[src/brk_pkg.sv]
// package for the break control register block: offsets, fields, carriers
package brk_pkg;
    // register byte offsets
    localparam logic [7:0] BRK_OFS_CTRL = 8'h00;
    localparam logic [7:0] BRK_OFS_STAT = 8'h04;
    localparam logic [7:0] BRK_OFS_MASK = 8'h08;
    localparam logic [7:0] BRK_OFS_ASIDA = 8'h0c;
    localparam logic [7:0] BRK_OFS_ASIDB = 8'h10;
    // break_control field positions
    localparam int BRK_B_ASID_MASK_A = 21;
    localparam int BRK_B_ASID_MASK_B = 20;
    localparam int BRK_B_FLAG_LO = 12;
    localparam int BRK_B_PC_TRACE = 11;
    localparam int BRK_B_AFTER_A = 10;
    localparam int BRK_B_SEQ = 3;
    // bits of break_control that hold state; all others read zero
    localparam logic [31:0] BRK_CTRL_RW_MASK = 32'h0030_fc08;
    // reset values
    localparam logic [31:0] BRK_CTRL_RST = 32'h0000_0000;
    localparam logic [3:0] BRK_FLAG_RST = 4'h0;
    localparam logic [7:0] BRK_ASID_RST = 8'h00;
    localparam logic [31:0] BRK_RDATA_RST = 32'h0000_0000;
    // flag / status index: 3 L bus A, 2 L bus B, 1 I bus A, 0 I bus B
    localparam int BRK_NFLAG = 4;

    // one cycle of a monitored bus (L bus or I bus)
    typedef struct packed {
        logic valid;
        logic fetch;
        logic [7:0] asid;
        logic cond_a;
        logic cond_b;
    } brk_bus_t;

    // apb request from the master
    typedef struct packed {
        logic psel;
        logic penable;
        logic pwrite;
        logic [7:0] paddr;
        logic [31:0] pwdata;
    } brk_apb_req_t;
endpackage : brk_pkg

[src/brk_ctrl.sv]
// break control register with match flags, asid check, timing select and apb slave
//
// Added by the designer: the placing of the registers and the APB register port.
`timescale 1ns/1ps
module brk_ctrl (
    // clock and reset
    input wire logic mclk,
    input wire logic sys_rst,
    // apb slave
    input wire brk_pkg::brk_apb_req_t apb_req,
    output logic [31:0] prdata,
    output logic pready,
    output logic pslverr,
    // monitored buses
    input wire brk_pkg::brk_bus_t lbus,
    input wire brk_pkg::brk_bus_t ibus,
    input wire logic insn_exec_done,
    // break and trace outputs
    output logic brk_before,
    output logic brk_after,
    output logic pc_trace_en,
    output logic irq
);
    logic [31:0] ctrl_r;
    logic [3:0] flag_r;
    logic [3:0] stat_r;
    logic [3:0] mask_r;
    logic [7:0] asid_a_r;
    logic [7:0] asid_b_r;
    logic seq_armed_r;
    logic after_pend_r;
    logic [31:0] prdata_r;
    logic pready_r;
    logic pslverr_r;
    logic brk_before_r;
    logic brk_after_r;
    logic irq_r;
    logic [3:0] hit;
    logic [3:0] a_hit_raw;
    logic b_ok;
    logic wr_en;
    logic ctrl_wr;
    logic stat_wr;
    logic a_fetch_hit;

    // a channel meets its condition when the bus runs, the outer compare hits,
    // and the asid agrees or is masked out
    function automatic logic chan_hit(input logic valid, input logic cond,
                                      input logic [7:0] asid, input logic [7:0] want,
                                      input logic skip);
        chan_hit = valid & cond & (skip | (asid == want));
    endfunction : chan_hit

    function automatic logic addr_known(input logic [7:0] a);
        addr_known = (a == brk_pkg::BRK_OFS_CTRL) || (a == brk_pkg::BRK_OFS_STAT) ||
                     (a == brk_pkg::BRK_OFS_MASK) || (a == brk_pkg::BRK_OFS_ASIDA) ||
                     (a == brk_pkg::BRK_OFS_ASIDB);
    endfunction : addr_known

    // apb: one wait state, write lands at the edge where pready is seen high
    assign wr_en = apb_req.psel & apb_req.penable & pready_r & apb_req.pwrite;
    assign ctrl_wr = wr_en & (apb_req.paddr == brk_pkg::BRK_OFS_CTRL);
    assign stat_wr = wr_en & (apb_req.paddr == brk_pkg::BRK_OFS_STAT);

    // channel B is held off in sequential mode until channel A has matched
    assign b_ok = ~ctrl_r[brk_pkg::BRK_B_SEQ] | seq_armed_r;

    assign a_hit_raw[3] = chan_hit(lbus.valid, lbus.cond_a, lbus.asid, asid_a_r,
                                   ctrl_r[brk_pkg::BRK_B_ASID_MASK_A]);
    assign a_hit_raw[1] = chan_hit(ibus.valid, ibus.cond_a, ibus.asid, asid_a_r,
                                   ctrl_r[brk_pkg::BRK_B_ASID_MASK_A]);
    assign a_hit_raw[2] = chan_hit(lbus.valid, lbus.cond_b, lbus.asid, asid_b_r,
                                   ctrl_r[brk_pkg::BRK_B_ASID_MASK_B]);
    assign a_hit_raw[0] = chan_hit(ibus.valid, ibus.cond_b, ibus.asid, asid_b_r,
                                   ctrl_r[brk_pkg::BRK_B_ASID_MASK_B]);
    assign hit = {a_hit_raw[3], a_hit_raw[2] & b_ok, a_hit_raw[1], a_hit_raw[0] & b_ok};
    assign a_fetch_hit = (a_hit_raw[3] & lbus.fetch) | (a_hit_raw[1] & ibus.fetch);

    // setting bits of break_control
    always_ff @(posedge mclk or posedge sys_rst) begin
        if (sys_rst) begin
            ctrl_r <= brk_pkg::BRK_CTRL_RST;
        end else if (ctrl_wr) begin
            ctrl_r <= apb_req.pwdata & brk_pkg::BRK_CTRL_RW_MASK;
        end
    end

    // match flags: cleared only by a written zero; status bits: cleared only by a written one to the status register; a new match wins
    generate
        for (genvar i = 0; i < brk_pkg::BRK_NFLAG; i++) begin : g_flag
            always_ff @(posedge mclk or posedge sys_rst) begin
                if (sys_rst) begin
                    flag_r[i] <= 1'b0;
                end else if (hit[i]) begin
                    flag_r[i] <= 1'b1;
                end else if (ctrl_wr && !apb_req.pwdata[brk_pkg::BRK_B_FLAG_LO + i]) begin
                    flag_r[i] <= 1'b0;
                end
            end
            always_ff @(posedge mclk or posedge sys_rst) begin
                if (sys_rst) begin
                    stat_r[i] <= 1'b0;
                end else if (hit[i]) begin
                    stat_r[i] <= 1'b1;
                end else if (stat_wr && apb_req.pwdata[i]) begin
                    stat_r[i] <= 1'b0;
                end
            end
        end
    endgenerate

    // interrupt mask and asid compare values
    always_ff @(posedge mclk or posedge sys_rst) begin
        if (sys_rst) begin
            mask_r <= brk_pkg::BRK_FLAG_RST;
            asid_a_r <= brk_pkg::BRK_ASID_RST;
            asid_b_r <= brk_pkg::BRK_ASID_RST;
        end else if (wr_en) begin
            if (apb_req.paddr == brk_pkg::BRK_OFS_MASK) begin
                mask_r <= apb_req.pwdata[3:0];
            end
            if (apb_req.paddr == brk_pkg::BRK_OFS_ASIDA) begin
                asid_a_r <= apb_req.pwdata[7:0];
            end
            if (apb_req.paddr == brk_pkg::BRK_OFS_ASIDB) begin
                asid_b_r <= apb_req.pwdata[7:0];
            end
        end
    end

    // sequence arm: a counted channel B match consumes it
    always_ff @(posedge mclk or posedge sys_rst) begin
        if (sys_rst) begin
            seq_armed_r <= 1'b0;
        end else if (!ctrl_r[brk_pkg::BRK_B_SEQ]) begin
            seq_armed_r <= 1'b0;
        end else if (seq_armed_r && (hit[2] || hit[0])) begin
            seq_armed_r <= 1'b0;
        end else if (hit[3] || hit[1]) begin
            seq_armed_r <= 1'b1;
        end
    end

    // break requests; after-execution waits for the instruction to retire
    always_ff @(posedge mclk or posedge sys_rst) begin
        if (sys_rst) begin
            brk_before_r <= 1'b0;
            brk_after_r <= 1'b0;
            after_pend_r <= 1'b0;
        end else begin
            brk_before_r <= (a_fetch_hit & ~ctrl_r[brk_pkg::BRK_B_AFTER_A]) |
                            (a_hit_raw[3] & ~lbus.fetch) | (a_hit_raw[1] & ~ibus.fetch) |
                            hit[2] | hit[0];
            brk_after_r <= after_pend_r & insn_exec_done;
            if (a_fetch_hit && ctrl_r[brk_pkg::BRK_B_AFTER_A]) begin
                after_pend_r <= 1'b1;
            end else if (insn_exec_done) begin
                after_pend_r <= 1'b0;
            end
        end
    end

    // interrupt: level, high while an unmasked status bit is set
    always_ff @(posedge mclk or posedge sys_rst) begin
        if (sys_rst) begin
            irq_r <= 1'b0;
        end else begin
            irq_r <= |(stat_r & mask_r);
        end
    end

    // apb answer; unmapped addresses answer with pslverr and zero data
    always_ff @(posedge mclk or posedge sys_rst) begin
        if (sys_rst) begin
            pready_r <= 1'b0;
            pslverr_r <= 1'b0;
            prdata_r <= brk_pkg::BRK_RDATA_RST;
        end else begin
            pready_r <= apb_req.psel & apb_req.penable & ~pready_r;
            pslverr_r <= apb_req.psel & apb_req.penable & ~pready_r &
                         ~addr_known(apb_req.paddr);
            prdata_r <= brk_pkg::BRK_RDATA_RST;
            if (apb_req.psel && apb_req.penable && !pready_r && !apb_req.pwrite) begin
                unique case (apb_req.paddr)
                    brk_pkg::BRK_OFS_CTRL:
                        prdata_r <= (ctrl_r & ~(32'h0000_000f << brk_pkg::BRK_B_FLAG_LO)) |
                                    ({28'h000_0000, flag_r} << brk_pkg::BRK_B_FLAG_LO);
                    brk_pkg::BRK_OFS_STAT: prdata_r <= {28'h000_0000, stat_r};
                    brk_pkg::BRK_OFS_MASK: prdata_r <= {28'h000_0000, mask_r};
                    brk_pkg::BRK_OFS_ASIDA: prdata_r <= {24'h00_0000, asid_a_r};
                    brk_pkg::BRK_OFS_ASIDB: prdata_r <= {24'h00_0000, asid_b_r};
                    default: prdata_r <= brk_pkg::BRK_RDATA_RST;
                endcase
            end
        end
    end

    assign prdata = prdata_r;
    assign pready = pready_r;
    assign pslverr = pslverr_r;
    assign brk_before = brk_before_r;
    assign brk_after = brk_after_r;
    assign pc_trace_en = ctrl_r[brk_pkg::BRK_B_PC_TRACE];
    assign irq = irq_r;
endmodule : brk_ctrl

[config.mk]
export PLATFORM = sky130hd
export DESIGN_NAME = brk_ctrl
export DESIGN_NICKNAME = d
export VERILOG_FILES = /design/src/brk_pkg.sv /design/src/brk_ctrl.sv
export SDC_FILE = /design/constraint.sdc
export NUM_CORES = 1
export LEC_CHECK = 0
export ABC_CLOCK_PERIOD_IN_PS = 2050
export BUFFER_PORTS_ARGS = -buffer_cell sky130_fd_sc_hd__buf_2
export CELL_PAD_IN_SITES_DETAIL_PLACEMENT = 0
export CELL_PAD_IN_SITES_GLOBAL_PLACEMENT = 1
export CORE_MARGIN = 2
export CORE_UTILIZATION = 38
export CTS_BUF_LIST = sky130_fd_sc_hd__clkbuf_4 sky130_fd_sc_hd__clkbuf_8
export DETAILED_ROUTE_END_ITERATION = 8
export HOLD_SLACK_MARGIN = 0.15
export PLACE_DENSITY = 0.93
export SLEW_MARGIN = 20
export SYNTH_ARGS = -nofsm -noshare
export SYNTH_HDL_FRONTEND = slang
export SYNTH_SLANG_ARGS = --single-unit
export TNS_END_PERCENT = 1
[constraint.sdc]
create_clock -name mclk -period 2.05 [get_ports mclk]
set_input_delay 0.1025 -clock mclk [delete_from_list [all_inputs] [get_ports mclk]]
set_output_delay 0.1025 -clock mclk [all_outputs]
set_load 0.005 [all_outputs]
; ---- Yosys cells after proc, flatten, opt, wreduce, memory -nomap -nowiden
; Cells that the tools add are included.
[op_classes]
n_mux = 23
bitwise_logic = 41
reduce_logical = 39
n_eq_ne = 9
[ops]
columns = op, count
row1 = one-hot mux 22 bit (5 select lines), 1
row2 = == test 8 bit, 4
row3 = bitwise AND 1 bit, 23
row4 = two-way mux 22 bit, 1
row5 = OR 22 x 16 -> 22 bit, 1
row6 = two-way mux 1 bit, 21
row7 = nonzero test 2 bit, 9
row8 = == test 8 x 4 -> 1 bit (second input constant), 2
row9 = logical AND 1 bit, 13
row10 = OR 1 bit, 10
row11 = == test 8 x 3 -> 1 bit (second input constant), 1
row12 = == test 8 x 5 -> 1 bit (second input constant), 1
row13 = logical NOT 8 bit, 1
row14 = logical NOT 1 bit, 6
row15 = logical OR 1 bit, 6
row16 = inverter 1 bit, 6
row17 = AND reduction 2 bit, 3
row18 = bitwise AND 4 bit, 1
row19 = OR reduction 4 bit, 1
row20 = != test 3 x 1 -> 1 bit (second input constant), 1
[totals]
out_inout_bits = 38
input_bits = 70
wordCells = 132
ff_bits = 76

; ---- Longest topological paths before layout
; Gate-level depths: netlist (run 1).
[logic_depth]
depth_word = 10
mapped_depth = 7

; ---- Worst setup path before layout (run 1)
; OpenSTA, ideal clock, no wires.
[synth_path]
path_type = input port to flip-flop
from = input apb_req[33] in the netlist's numbering
to = register asid_a_r[0]
t_arrival_ns = 1.437
cell_stages = 7
n_path_buf = 2
slack_ns = 0.488
setup_time_ns = 0.125
path_cell_list = nor4_4 -> and2b_1 -> and3_1 -> buf_2 -> and2_1 -> buf_4 -> mux2_2
[synth_between]
elab_chain_cells = 2
[synth_rtl]
columns = item, line_no
row1 = from (decl), brk_ctrl.sv:10  ; input wire brk_pkg::brk_apb_req_t apb_req,
row2 = == test 8 x 4 -> 1 bit, brk_ctrl.sv:122  ; if (apb_req.paddr == brk_pkg::BRK_OFS_ASIDA) begin
row3 = AND reduction 2 bit (no line), n/a
row4 = to (signal assigned), brk_ctrl.sv:116  ; asid_a_r <= brk_pkg::BRK_ASID_RST;
row5 = to (signal assigned), brk_ctrl.sv:123  ; asid_a_r <= apb_req.pwdata[7:0];
row6 = to (decl), brk_ctrl.sv:28  ; logic [7:0] asid_a_r;
; No other way between the ends.
; A chain may end at the register's enable or synchronous reset.

; ---- Final worst setup path (run 1)
[layout_path]
from = register asid_a_r[6]
to = register after_pend_r
[layout_between]
elab_chain_cells = 7
elab_cells_between_ends = 12
classes_between = eq/ne (2) / mux (1) / bitwise (7) / reduce/logical (2)
[layout_rtl]
columns = item, line_no
row1 = == test 8 bit, brk_ctrl.sv:51  ; chan_hit = valid & cond & (skip | (asid == want));
row2 = OR 1 bit, brk_ctrl.sv:51
row3 = bitwise AND 1 bit, brk_ctrl.sv:51
row4 = bitwise AND 1 bit, brk_ctrl.sv:77  ; assign a_fetch_hit = (a_hit_raw[3] & lbus.fetch) | (a_hit_raw[1] & ibus.fetch);
row5 = OR 1 bit (*), brk_ctrl.sv:77
row6 = logical AND 1 bit (*), brk_ctrl.sv:155  ; if (a_fetch_hit && ctrl_r[brk_pkg::BRK_B_AFTER_A]) begin
row7 = two-way mux 1 bit / nonzero test 2 bit (equally long branches), n/a
row8 = to (signal assigned), brk_ctrl.sv:149  ; after_pend_r <= 1'b0;
row9 = to (signal assigned), brk_ctrl.sv:156  ; after_pend_r <= 1'b1;
row10 = to (signal assigned), brk_ctrl.sv:158  ; after_pend_r <= 1'b0;
row11 = to (decl), brk_ctrl.sv:31  ; logic after_pend_r;
; Mark *: on every way between the ends. The rest lies on a longest branch, timed or not.

==> impl_metrics.csv, run 1 <==
group,metric,value,unit
cts,clk_transition_reported_paths,0.09,ns
hold_path,whs_path_depth,3,
placed_design,place_ws,0.2190,ns
die,ioPinCount,108,
die,num_rows,31,
detailed_routing,num_vias,2206,
worst_setup_path,critical_path_class,"reg2reg",
cts,cts_max_path_buffers,2,
worst_setup_path,cp_max_fo,4,
cts,cts_sinks,56,
finish,area_delta_synth_final,30.73,%
die,dieWidth,90.17,microns
worst_setup_path,worst-endpoint-required,2.28,ns
yosys,seq_area_frac_synth,0.4967,
detailed_routing,drc,0,
timing,period_share,0.8708,
worst_setup_path,critical_path.cell_chain,"xor2_1 -> nor4_1 -> a41o_1 -> nand3_1 -> o211ai_1",
cts,postCtsSetupRepairBufs,0,
detailed_routing,dr.pass1.iters,4,
cts,cts-resized-gates,0,
placed_design,globalplace.congestion,0.8483,
global_routing,track_usage,0.1648,
detailed_routing,vias_per_cell,4.806,
worst_setup_path,reg2reg_from,"asid_a_r[6]",
worst_setup_path,ff2ff_setup_slack,0.26,ns
finish,antenna_cells,0,
global_routing,grt_max_degree,57,
finish,finish.instance_area,0.003689,sq mm
yosys,synth.ff_latch_count,56,
placed_design,numPortBuffers,75,
timing,max_freq,0.5602,GHz
timing,finalWorstSetupSlack,0.2649,ns
power_and_ir_drop,max-vdd-ir-drop,313.3,uV
worst_setup_path,start_kind,"flip-flop",
yosys,synth_cell_types,38,
worst_setup_path,critPathMaxStageDelay,0.44,ns
hold_path,hold_path.class,"in2reg",
die,start_util,0.3911,
detailed_routing,routedWlPerCell,14.41,microns
placed_design,dp_hpwl,4900,microns
finish,post-route-util,0.5113,
worst_setup_path,cp_top_family,"simple AND/OR/NAND/NOR gates",
die,design.core.area,0.007214,sq mm
die,die-area,0.008130,sq mm
worst_setup_path,reg2reg_to,"after_pend_r",
power_and_ir_drop,p_leak,1.944,nW
worst_setup_path,cp_num_buf_inv,0,
global_routing,antenna_found_initial,0,
global_routing,grt_pass1_vias,2187,
detailed_routing,wl,6616,microns
worst_setup_path,critPathLaunch,"asid_a_r[6]",
worst_setup_path,worst_setup_path_end_kind,"flip-flop",
yosys,yosys_warnings,0,
yosys,netlist_area,0.002821,sq mm
timing,final-hold-violation-count,0,
timing,tightest_slew,0.6961,ns
cts,insertion_delay,0.30,ns
flow_run,maxCapViolCount,0,
detailed_routing,antenna_left,0,
run_status,outcome,"finished, final reports clean",
worst_setup_path,slowest_stage,"dfrtp_1",
power_and_ir_drop,p_clk_frac,0.321,
detailed_routing,dr.first_iter.drc_count,87,
worst_setup_path,endpoint,"after_pend_r",
finish,final_cell_mix,"buf_2, dfrtp_1, dlygate4sd3_1, xor2_1, nand2_1",
timing,fin_crit,1.785,ns
worst_setup_path,arrival,2.01,ns
power_and_ir_drop,switching_share,0.2287,
power_and_ir_drop,powerDensity,538.5,mW/mm^2
global_routing,gr-total-overflow,0,
cts,cts-root-buf,"clkbuf_8",
placed_design,dpl-instance-area,0.003301,sq mm
power_and_ir_drop,p_seq_frac,0.569,
timing,slew_headroom,0.5359,
timing,final_max_slew_viol_count,0,
power_and_ir_drop,pwr-share-comb,0.109,
timing,fin_hold_ws,0.1626,ns
timing,clock_skew,0.004015,ns
cts,hold_buffers,29,
power_and_ir_drop,p_int,1.532,mW
cts,cts_tree,"built",
yosys,netlist_instances,244,
cts,htreeDepth,2,
cts,numCtsBuffers,5,
worst_setup_path,rr_worst_depth,5,
global_routing,grt_pass1_wl,10720,microns
timing,fin_setup_tns,0,ns
die,fp.dieH,90.17,microns
power_and_ir_drop,power.switching,0.4543,mW
finish,drive_gt1_frac,0.3361,
timing,finalSetupViolCount,0,
finish,final_common_cell,"buf_2",
yosys,avgSynthCellArea,11.56,sq um
worst_setup_path,cp_num_cells,5,
finish,final_nets,429,
timing,rsz0062_at_grt,"false",
-- cells in the mapped netlist (all sizes together) --
master,instances,share of area
and2,14,0.031
buf,19,0.050
a22oi,10,0.027
nand3b,2,0.0053
nor2,12,0.016
and4b,1,0.0035
nor4,5,0.016
xor2,24,0.075
inv,2,0.0027
nand2b,2,0.0044
mux2,25,0.11
nor2b,2,0.0044
nand4,1,0.0022
a21oi,5,0.0089
dfrtp,56,0.50
o2111ai,1,0.0031
nand4b,1,0.0031
o21ai,8,0.014
and3,1,0.0022
a41oi,2,0.0062
and2b,1,0.0027
a41o,2,0.0071
nand2,19,0.028
a32oi,1,0.0031
clkbuf,1,0.0013
nand3,7,0.012
conb,1,0.0013
o211ai,1,0.0027
o22a,1,0.0031
o2bb2ai,3,0.0093
mux2i,1,0.0035
xnor2,8,0.025
a22o,4,0.012
nor3b,1,0.0067
-- per-layer routing --
metal  global-route usage  routed length (microns)  part of all wire  vias up
li1                     -                        -                 -     1056
met1               0.2103                     2926              0.44     1069
met2               0.2851                     3264              0.49       75
met3              0.03940                      364             0.055        6
met4              0.03590                       61            0.0092        0
met5                    0                        0                 0        -
-- worst reg2reg max path, delay by kind of cell (launching register included) --
kind	cells	cell delay (ns)
AO/OA/AOI/OAI	2	0.50
XOR/XNOR	1	0.18
AND/OR/NAND/NOR	2	0.59
flip-flops	1	0.44
-- sequential cells by signal, summed over array words and instances (netlist names) --
register / cells
irq: 1
prdata: 16
asid_a_r: 8
stat_r: 4
ctrl_r: 5
brk_before: 1
after_pend_r: 1
brk_after: 1
pslverr: 1
mask_r: 4
asid_b_r: 8
seq_armed_r: 1
pready: 1
flag_r: 4
-- cell families (layout without fill, tap and decap cells) --
logic type / count (synthesis) / in the layout / synth area share
and+or+nand+nor: 69 / 69 / 0.1384
other: 1 / 16 / 0.001329
muxes: 26 / 26 / 0.1140
buffers and inverters: 22 / 123 / 0.05366
DFF: 56 / 56 / 0.4967
AOI/OAI and AO/OA: 38 / 38 / 0.09668
xor gates and xnor gates: 32 / 32 / 0.09934
-- cell type report --
type	count	area, sq um
fillers	662	3526
flip-flops and latches	56	1401
multi-input cells	181	1325
repair buffers	113	733.2
well taps	99	123.9
clock buffers	8	97.59
inverters	2	7.507
-- stage by stage --
step,std cells,total power [mW]
3_5_place_dp,422,1.327
6_report,459,1.986
2_1_floorplan,259,1.247
4_1_cts,459,2.010
5_1_grt,459,2.073
3_3_place_gp,422,1.324
-- power groups by stage --
stage                     combinational, mW  sequential [mW]  clock, mW
after global routing                  0.240             1.13      0.700
after CTS                             0.219             1.13      0.661
final                                 0.217             1.13      0.638
after detailed placement              0.175             1.15          0
after floorplan                      0.0991             1.15          0
after global placement                0.172             1.15          0
-- worst min path at each step --
stage / endpoint / start
after CTS: flag_r[0] / ibus[11]
after global routing: flag_r[0] / ibus[11]
after floorplan: brk_after / insn_exec_done
after detailed placement: prdata[11] / sys_rst
final: flag_r[0] / ibus[11]
after global placement: brk_after / insn_exec_done
No activity file was read; power rests on OpenSTA's default activity.
==> run 2, diff against run 1 <==
--- a/config.mk
+++ b/config.mk
@@ -9,12 +9,14 @@
 export BUFFER_PORTS_ARGS = -buffer_cell sky130_fd_sc_hd__buf_2
 export CELL_PAD_IN_SITES_DETAIL_PLACEMENT = 0
 export CELL_PAD_IN_SITES_GLOBAL_PLACEMENT = 1
+export CORE_ASPECT_RATIO = 1.25
 export CORE_MARGIN = 2
 export CORE_UTILIZATION = 38
 export CTS_BUF_LIST = sky130_fd_sc_hd__clkbuf_4 sky130_fd_sc_hd__clkbuf_8
 export DETAILED_ROUTE_END_ITERATION = 8
+export GPL_TIMING_DRIVEN = 0
 export HOLD_SLACK_MARGIN = 0.15
-export PLACE_DENSITY = 0.93
+export PLACE_DENSITY_LB_ADDON = 0.1
 export SLEW_MARGIN = 20
 export SYNTH_ARGS = -nofsm -noshare
 export SYNTH_HDL_FRONTEND = slang
==> run 2 against run 1 <==
Net effect: flip-flop and latch count unchanged; largest power group unchanged; die area about the same; via count down 1.5%; first-iteration DRC count decreased by 33%; critical endpoint is now brk_before; combinational power is 7% higher; utilization up 0.40 points; clock power up 1%; wire length increased by 1.1%.
==> impl_metrics.csv, run 2 (synthesis gave the netlist of run 1 again) <==
group,metric,value,unit
power_and_ir_drop,max-vdd-ir-drop,310.5,uV
detailed_routing,dr.pass1.iters,4,
worst_setup_path,start_kind,"flip-flop",
cts,cts_max_path_buffers,2,
cts,numCtsBuffers,5,
power_and_ir_drop,p_clk_frac,0.322,
power_and_ir_drop,switching_share,0.2375,
worst_setup_path,worst_setup_path_end_kind,"flip-flop",
detailed_routing,vias_per_cell,4.711,
timing,tightest_slew,0.6903,ns
placed_design,numPortBuffers,75,
worst_setup_path,arrival,2.12,ns
die,ioPinCount,108,
finish,post-route-util,0.5153,
worst_setup_path,ff2ff_setup_slack,0.16,ns
cts,insertion_delay,0.31,ns
timing,slew_headroom,0.5398,
detailed_routing,wl,6689,microns
power_and_ir_drop,p_leak,1.996,nW
die,num_rows,35,
worst_setup_path,slowest_stage,"nor4_1",
finish,antenna_cells,0,
power_and_ir_drop,p_int,1.532,mW
timing,finalSetupViolCount,0,
detailed_routing,num_vias,2172,
worst_setup_path,cp_top_family,"compound AO/OA/AOI/OAI gates",
finish,area_delta_synth_final,32.77,%
cts,cts_sinks,56,
finish,finish.instance_area,0.003746,sq mm
die,dieWidth,81.07,microns
detailed_routing,dr.first_iter.drc_count,58,
timing,fin_crit,1.891,ns
timing,rsz0062_at_grt,"false",
cts,cts-root-buf,"clkbuf_8",
placed_design,dpl-instance-area,0.003371,sq mm
worst_setup_path,cp_max_fo,4,
cts,cts_tree,"built",
run_status,outcome,"finished, final reports clean",
timing,final-hold-violation-count,0,
detailed_routing,routedWlPerCell,14.51,microns
power_and_ir_drop,pwr-share-comb,0.116,
power_and_ir_drop,p_seq_frac,0.562,
worst_setup_path,cp_num_buf_inv,0,
global_routing,gr-total-overflow,0,
worst_setup_path,critPathMaxStageDelay,0.50,ns
cts,clk_transition_reported_paths,0.10,ns
timing,clock_skew,0.01058,ns
global_routing,grt_pass1_wl,10380,microns
worst_setup_path,critical_path.cell_chain,"xor2_1 -> nor4_1 -> a41o_1 -> a32oi_1 -> o2111ai_1",
die,fp.dieH,100.3,microns
hold_path,hold_path.class,"in2reg",
placed_design,globalplace.congestion,0.7859,
flow_run,maxCapViolCount,0,
finish,final_cell_mix,"buf_2, dfrtp_1, dlygate4sd3_1, xor2_1",
power_and_ir_drop,powerDensity,536.4,mW/mm^2
finish,final_common_cell,"buf_2",
global_routing,track_usage,0.1684,
global_routing,grt_pass1_vias,2110,
finish,fill_cells,713,
power_and_ir_drop,power.switching,0.4773,mW
worst_setup_path,critical_path_class,"reg2reg",
die,start_util,0.3881,
finish,largest_reg_flops,16,
placed_design,dp_hpwl,5045,microns
detailed_routing,antenna_left,0,
finish,final_nets,438,
timing,period_share,0.9223,
timing,final_max_slew_viol_count,0,
die,design.core.area,0.007269,sq mm
global_routing,grt_max_degree,57,
cts,htreeDepth,2,
cts,postCtsSetupRepairBufs,0,
finish,drive_gt1_frac,0.3604,
timing,max_freq,0.5289,GHz
detailed_routing,drc,0,
die,die-area,0.008135,sq mm
worst_setup_path,worst-endpoint-required,2.27,ns
global_routing,antenna_found_initial,0,
run 2: cell count changes in the layout (fill, tap and decap cells not counted), sizes merged:
| cell | previous run | this run |
|---|---|---|
| clkinvlp | 0 | 1 |
| buf | 84 | 94 |
| dlygate4sd3 | 29 | 27 |
run 2: what timing repair did:
action                                 in CTS  in global routing
resized for setup                           0                  2
endpoints found under the hold margin      94                  0
hold buffers                               27                  0
setup endpoints to repair                   0                 15
run 2: worst reg2reg max path: stages, from the launching register on:
cell,delay (ns)
dfrtp_1,0.44
xor2_1,0.18
nor4_1,0.50
a41o_1,0.33
a32oi_1,0.14
o2111ai_1,0.20
run 2: layout make-up:
cell class	instances	area [sq um]	share of cell area
clock buffer	7	90.09	0.02405
buffer	20	143.9	0.03841
inverter	2	10.01	0.002672
timing repair buffer	102	645.6	0.1723
tap	92	115.1	0.03073
clock inverter	1	7.507	0.002004
multi-input combinational	181	1333	0.3557
sequential	56	1401	0.3741
run 2: metal layers:
layer / part of all wire / track usage / up-vias
li1: - / - / 1075
met1: 0.42 / 0.2052 / 1032
met2: 0.51 / 0.3039 / 59
met3: 0.052 / 0.02878 / 6
met4: 0.010 / 0.04302 / 0
met5: 0 / 0 / -
run 2: power groups by stage:
stage	Clock [mW]	Sequential, mW	Combinational [mW]
after floorplan	0	1.15	0.0991
after global placement	0	1.15	0.193
after detailed placement	0	1.15	0.195
after CTS	0.673	1.13	0.236
after global routing	0.707	1.13	0.261
final	0.646	1.13	0.233
run 2: final timing paths:
kind,startpoint,endpoint,cells past startpoint
min reg2reg,flag_r[0],prdata[12],1
max,asid_a_r[6],brk_before,5
max in group asynchronous,sys_rst,prdata[1],3
max reg2reg,asid_a_r[6],brk_before,5
min in group asynchronous,sys_rst,ctrl_r[11],3
min,ibus[11],stat_r[0],3
run 2: through the flow:
| stage | hold WS (ns) | setup slack (ns) | total power [mW] | std cells | setup TNS [ns] |
|---|---|---|---|---|---|
| after floorplan | 0.2367 | 0.4881 | 1.247 | 259 | 0 |
| after global placement | 0.3332 | -0.2194 | 1.344 | 426 | -12.10 |
| after detailed placement | 0.2673 | 0.1083 | 1.346 | 426 | 0 |
| after CTS | 0.1553 | 0.03571 | 2.038 | 461 | 0 |
| after global routing | 0.1726 | 0.005427 | 2.100 | 461 | 0 |
| final | 0.1694 | 0.1594 | 2.009 | 461 | 0 |
==> run 3, diff against run 2 <==
--- a/config.mk
+++ b/config.mk
@@ -10,7 +10,7 @@
 export CELL_PAD_IN_SITES_DETAIL_PLACEMENT = 0
 export CELL_PAD_IN_SITES_GLOBAL_PLACEMENT = 1
 export CORE_ASPECT_RATIO = 1.25
-export CORE_MARGIN = 2
+export CORE_MARGIN = 1
 export CORE_UTILIZATION = 38
 export CTS_BUF_LIST = sky130_fd_sc_hd__clkbuf_4 sky130_fd_sc_hd__clkbuf_8
 export DETAILED_ROUTE_END_ITERATION = 8
==> run 3 against run 2 <==
Net effect: flip-flop and latch count stayed put; total power up 4.8%; critical path depth unchanged; critical path type unchanged; critical endpoint is now after_pend_r.
==> impl_metrics.csv, run 3 (synthesis gave the netlist of run 1 again) <==
group,metric,value,unit
run_status,outcome,"finished, final reports clean",
cts,insertion_delay,0.31,ns
finish,final_common_cell,"buf_2",
power_and_ir_drop,p_leak,2.005,nW
power_and_ir_drop,p_int,1.620,mW
finish,post-route-util,0.5321,
power_and_ir_drop,pwr-share-comb,0.111,
global_routing,grt_max_degree,57,
die,num_rows,34,
finish,fill_cells,687,
worst_setup_path,worst_setup_path_end_kind,"flip-flop",
global_routing,antenna_found_initial,0,
timing,finalWorstSetupSlack,0.1145,ns
timing,tightest_slew,0.6959,ns
power_and_ir_drop,p_seq_frac,0.537,
die,dieWidth,79.07,microns
power_and_ir_drop,power.switching,0.4860,mW
worst_setup_path,arrival,2.17,ns
global_routing,gr-total-overflow,0,
worst_setup_path,critPathLaunch,"asid_a_r[6]",
timing,max_freq,0.5167,GHz
die,die-area,0.007776,sq mm
timing,final_max_slew_viol_count,0,
worst_setup_path,reg2reg_from,"asid_a_r[6]",
worst_setup_path,worst-endpoint-required,2.28,ns
detailed_routing,num_vias,2198,
cts,numCtsBuffers,5,
global_routing,track_usage,0.1779,
placed_design,place_ws,0.1300,ns
die,start_util,0.3995,
worst_setup_path,cp_max_fo,4,
worst_setup_path,ff2ff_setup_slack,0.11,ns
hold_path,hp-start,"ibus[11]",
finish,antenna_cells,0,
die,fp.dieH,98.34,microns
cts,cts_sinks,56,
cts,cts_max_path_buffers,2,
timing,fin_crit,1.935,ns
placed_design,numPortBuffers,75,
power_and_ir_drop,switching_share,0.2307,
die,design.core.area,0.007062,sq mm
global_routing,grt_pass1_wl,10390,microns
finish,largest_reg_flops,16,
cts,clk_transition_reported_paths,0.10,ns
hold_path,min_to,"stat_r[0]",
hold_path,hold_path.class,"in2reg",
finish,final_nets,438,
timing,period_share,0.9441,
detailed_routing,wl,6689,microns
cts,htreeDepth,2,
timing,finalSetupViolCount,0,
die,ioPinCount,108,
cts,cts_tree,"built",
finish,drive_gt1_frac,0.3604,
power_and_ir_drop,powerDensity,560.6,mW/mm^2
timing,final-hold-violation-count,0,
detailed_routing,dr.first_iter.drc_count,81,
worst_setup_path,start_kind,"flip-flop",
detailed_routing,antenna_left,0,
finish,final_cell_mix,"buf_2, dfrtp_1, dlygate4sd3_1, xor2_1",
worst_setup_path,reg2reg_to,"after_pend_r",
timing,slew_headroom,0.5361,
detailed_routing,routedWlPerCell,14.57,microns
worst_setup_path,rr_worst_depth,5,
flow_run,maxCapViolCount,0,
placed_design,globalplace.congestion,0.7446,
global_routing,grt_pass1_vias,2128,
hold_path,whs_path_depth,3,
timing,rsz0062_at_grt,"false",
detailed_routing,vias_per_cell,4.789,
cts,cts-root-buf,"clkbuf_8",
placed_design,dp_hpwl,4930,microns
detailed_routing,drc,0,
power_and_ir_drop,p_clk_frac,0.352,
finish,area_delta_synth_final,33.17,%
power_and_ir_drop,max-vdd-ir-drop,216.7,uV
timing,clock_skew,0.007224,ns
detailed_routing,dr.pass1.iters,5,
worst_setup_path,critical_path_class,"reg2reg",
[run 3: through the flow]
stage | hold slack, ns | setup TNS (ns) | cells | power [mW] | area [sq um]
after global routing | 0.1808 | 0 | 459 | 2.181 | 3757
after CTS | 0.1507 | 0 | 459 | 2.121 | 3750
after detailed placement | 0.2663 | 0 | 424 | 1.346 | 3368
after floorplan | 0.2367 | 0 | 259 | 1.247 | 2878
final | 0.1587 | 0 | 459 | 2.106 | 3757
after global placement | 0.3333 | -10.26 | 424 | 1.343 | 3366
[run 3: area by class of cell]
type | instances | area, sq um | share of cell area
Inverter | 2 | 10.01 | 0.002664
Buffer | 20 | 143.9 | 0.03830
Tap cell | 90 | 112.6 | 0.02997
Sequential cell | 56 | 1401 | 0.3730
Multi-Input combinational cell | 181 | 1333 | 0.3546
Clock inverter | 2 | 35.03 | 0.009324
Clock buffer | 6 | 76.32 | 0.02031
Timing Repair Buffer | 102 | 645.6 | 0.1718
[run 3: how the worst max path moves through the flow]
stage,end,slack [ns],depth (start not counted)
global route,after_pend_r,0.003,5
global placement,prdata[0],-0.19,2
CTS,asid_a_r[3],0.09,8
detailed placement,flag_r[2],0.13,6
finish,after_pend_r,0.11,5
floorplan,asid_a_r[0],0.49,7
[run 3: critical path, cell delays in order, from the launching register on]
cell and delay, ns:
dfrtp_1 0.46, xor2_1 0.19, nor4_1 0.51, a41o_1 0.32
nand3_1 0.17, o211ai_1 0.21
[run 3: per-layer routing]
layer	global-route usage	routed length (microns)
met1	0.2206	2925
met2	0.3123	3429
met3	0.03178	255
met4	0.05035	79
met5	0	0
[run 3: repair_timing]
action,CTS,global route
setup endpoints to repair,0,17
resized for setup,0,2
hold buffers,27,0
hold endpoints to repair,94,0
buffers inserted,0,0
[run 3: power groups by stage]
stage	Combinational, mW	Clock (mW)	Sequential (mW)
CTS	0.235	0.756	1.13
global placement	0.192	0	1.15
global route	0.262	0.787	1.13
detailed placement	0.194	0	1.15
floorplan	0.0991	0	1.15
finish	0.234	0.742	1.13
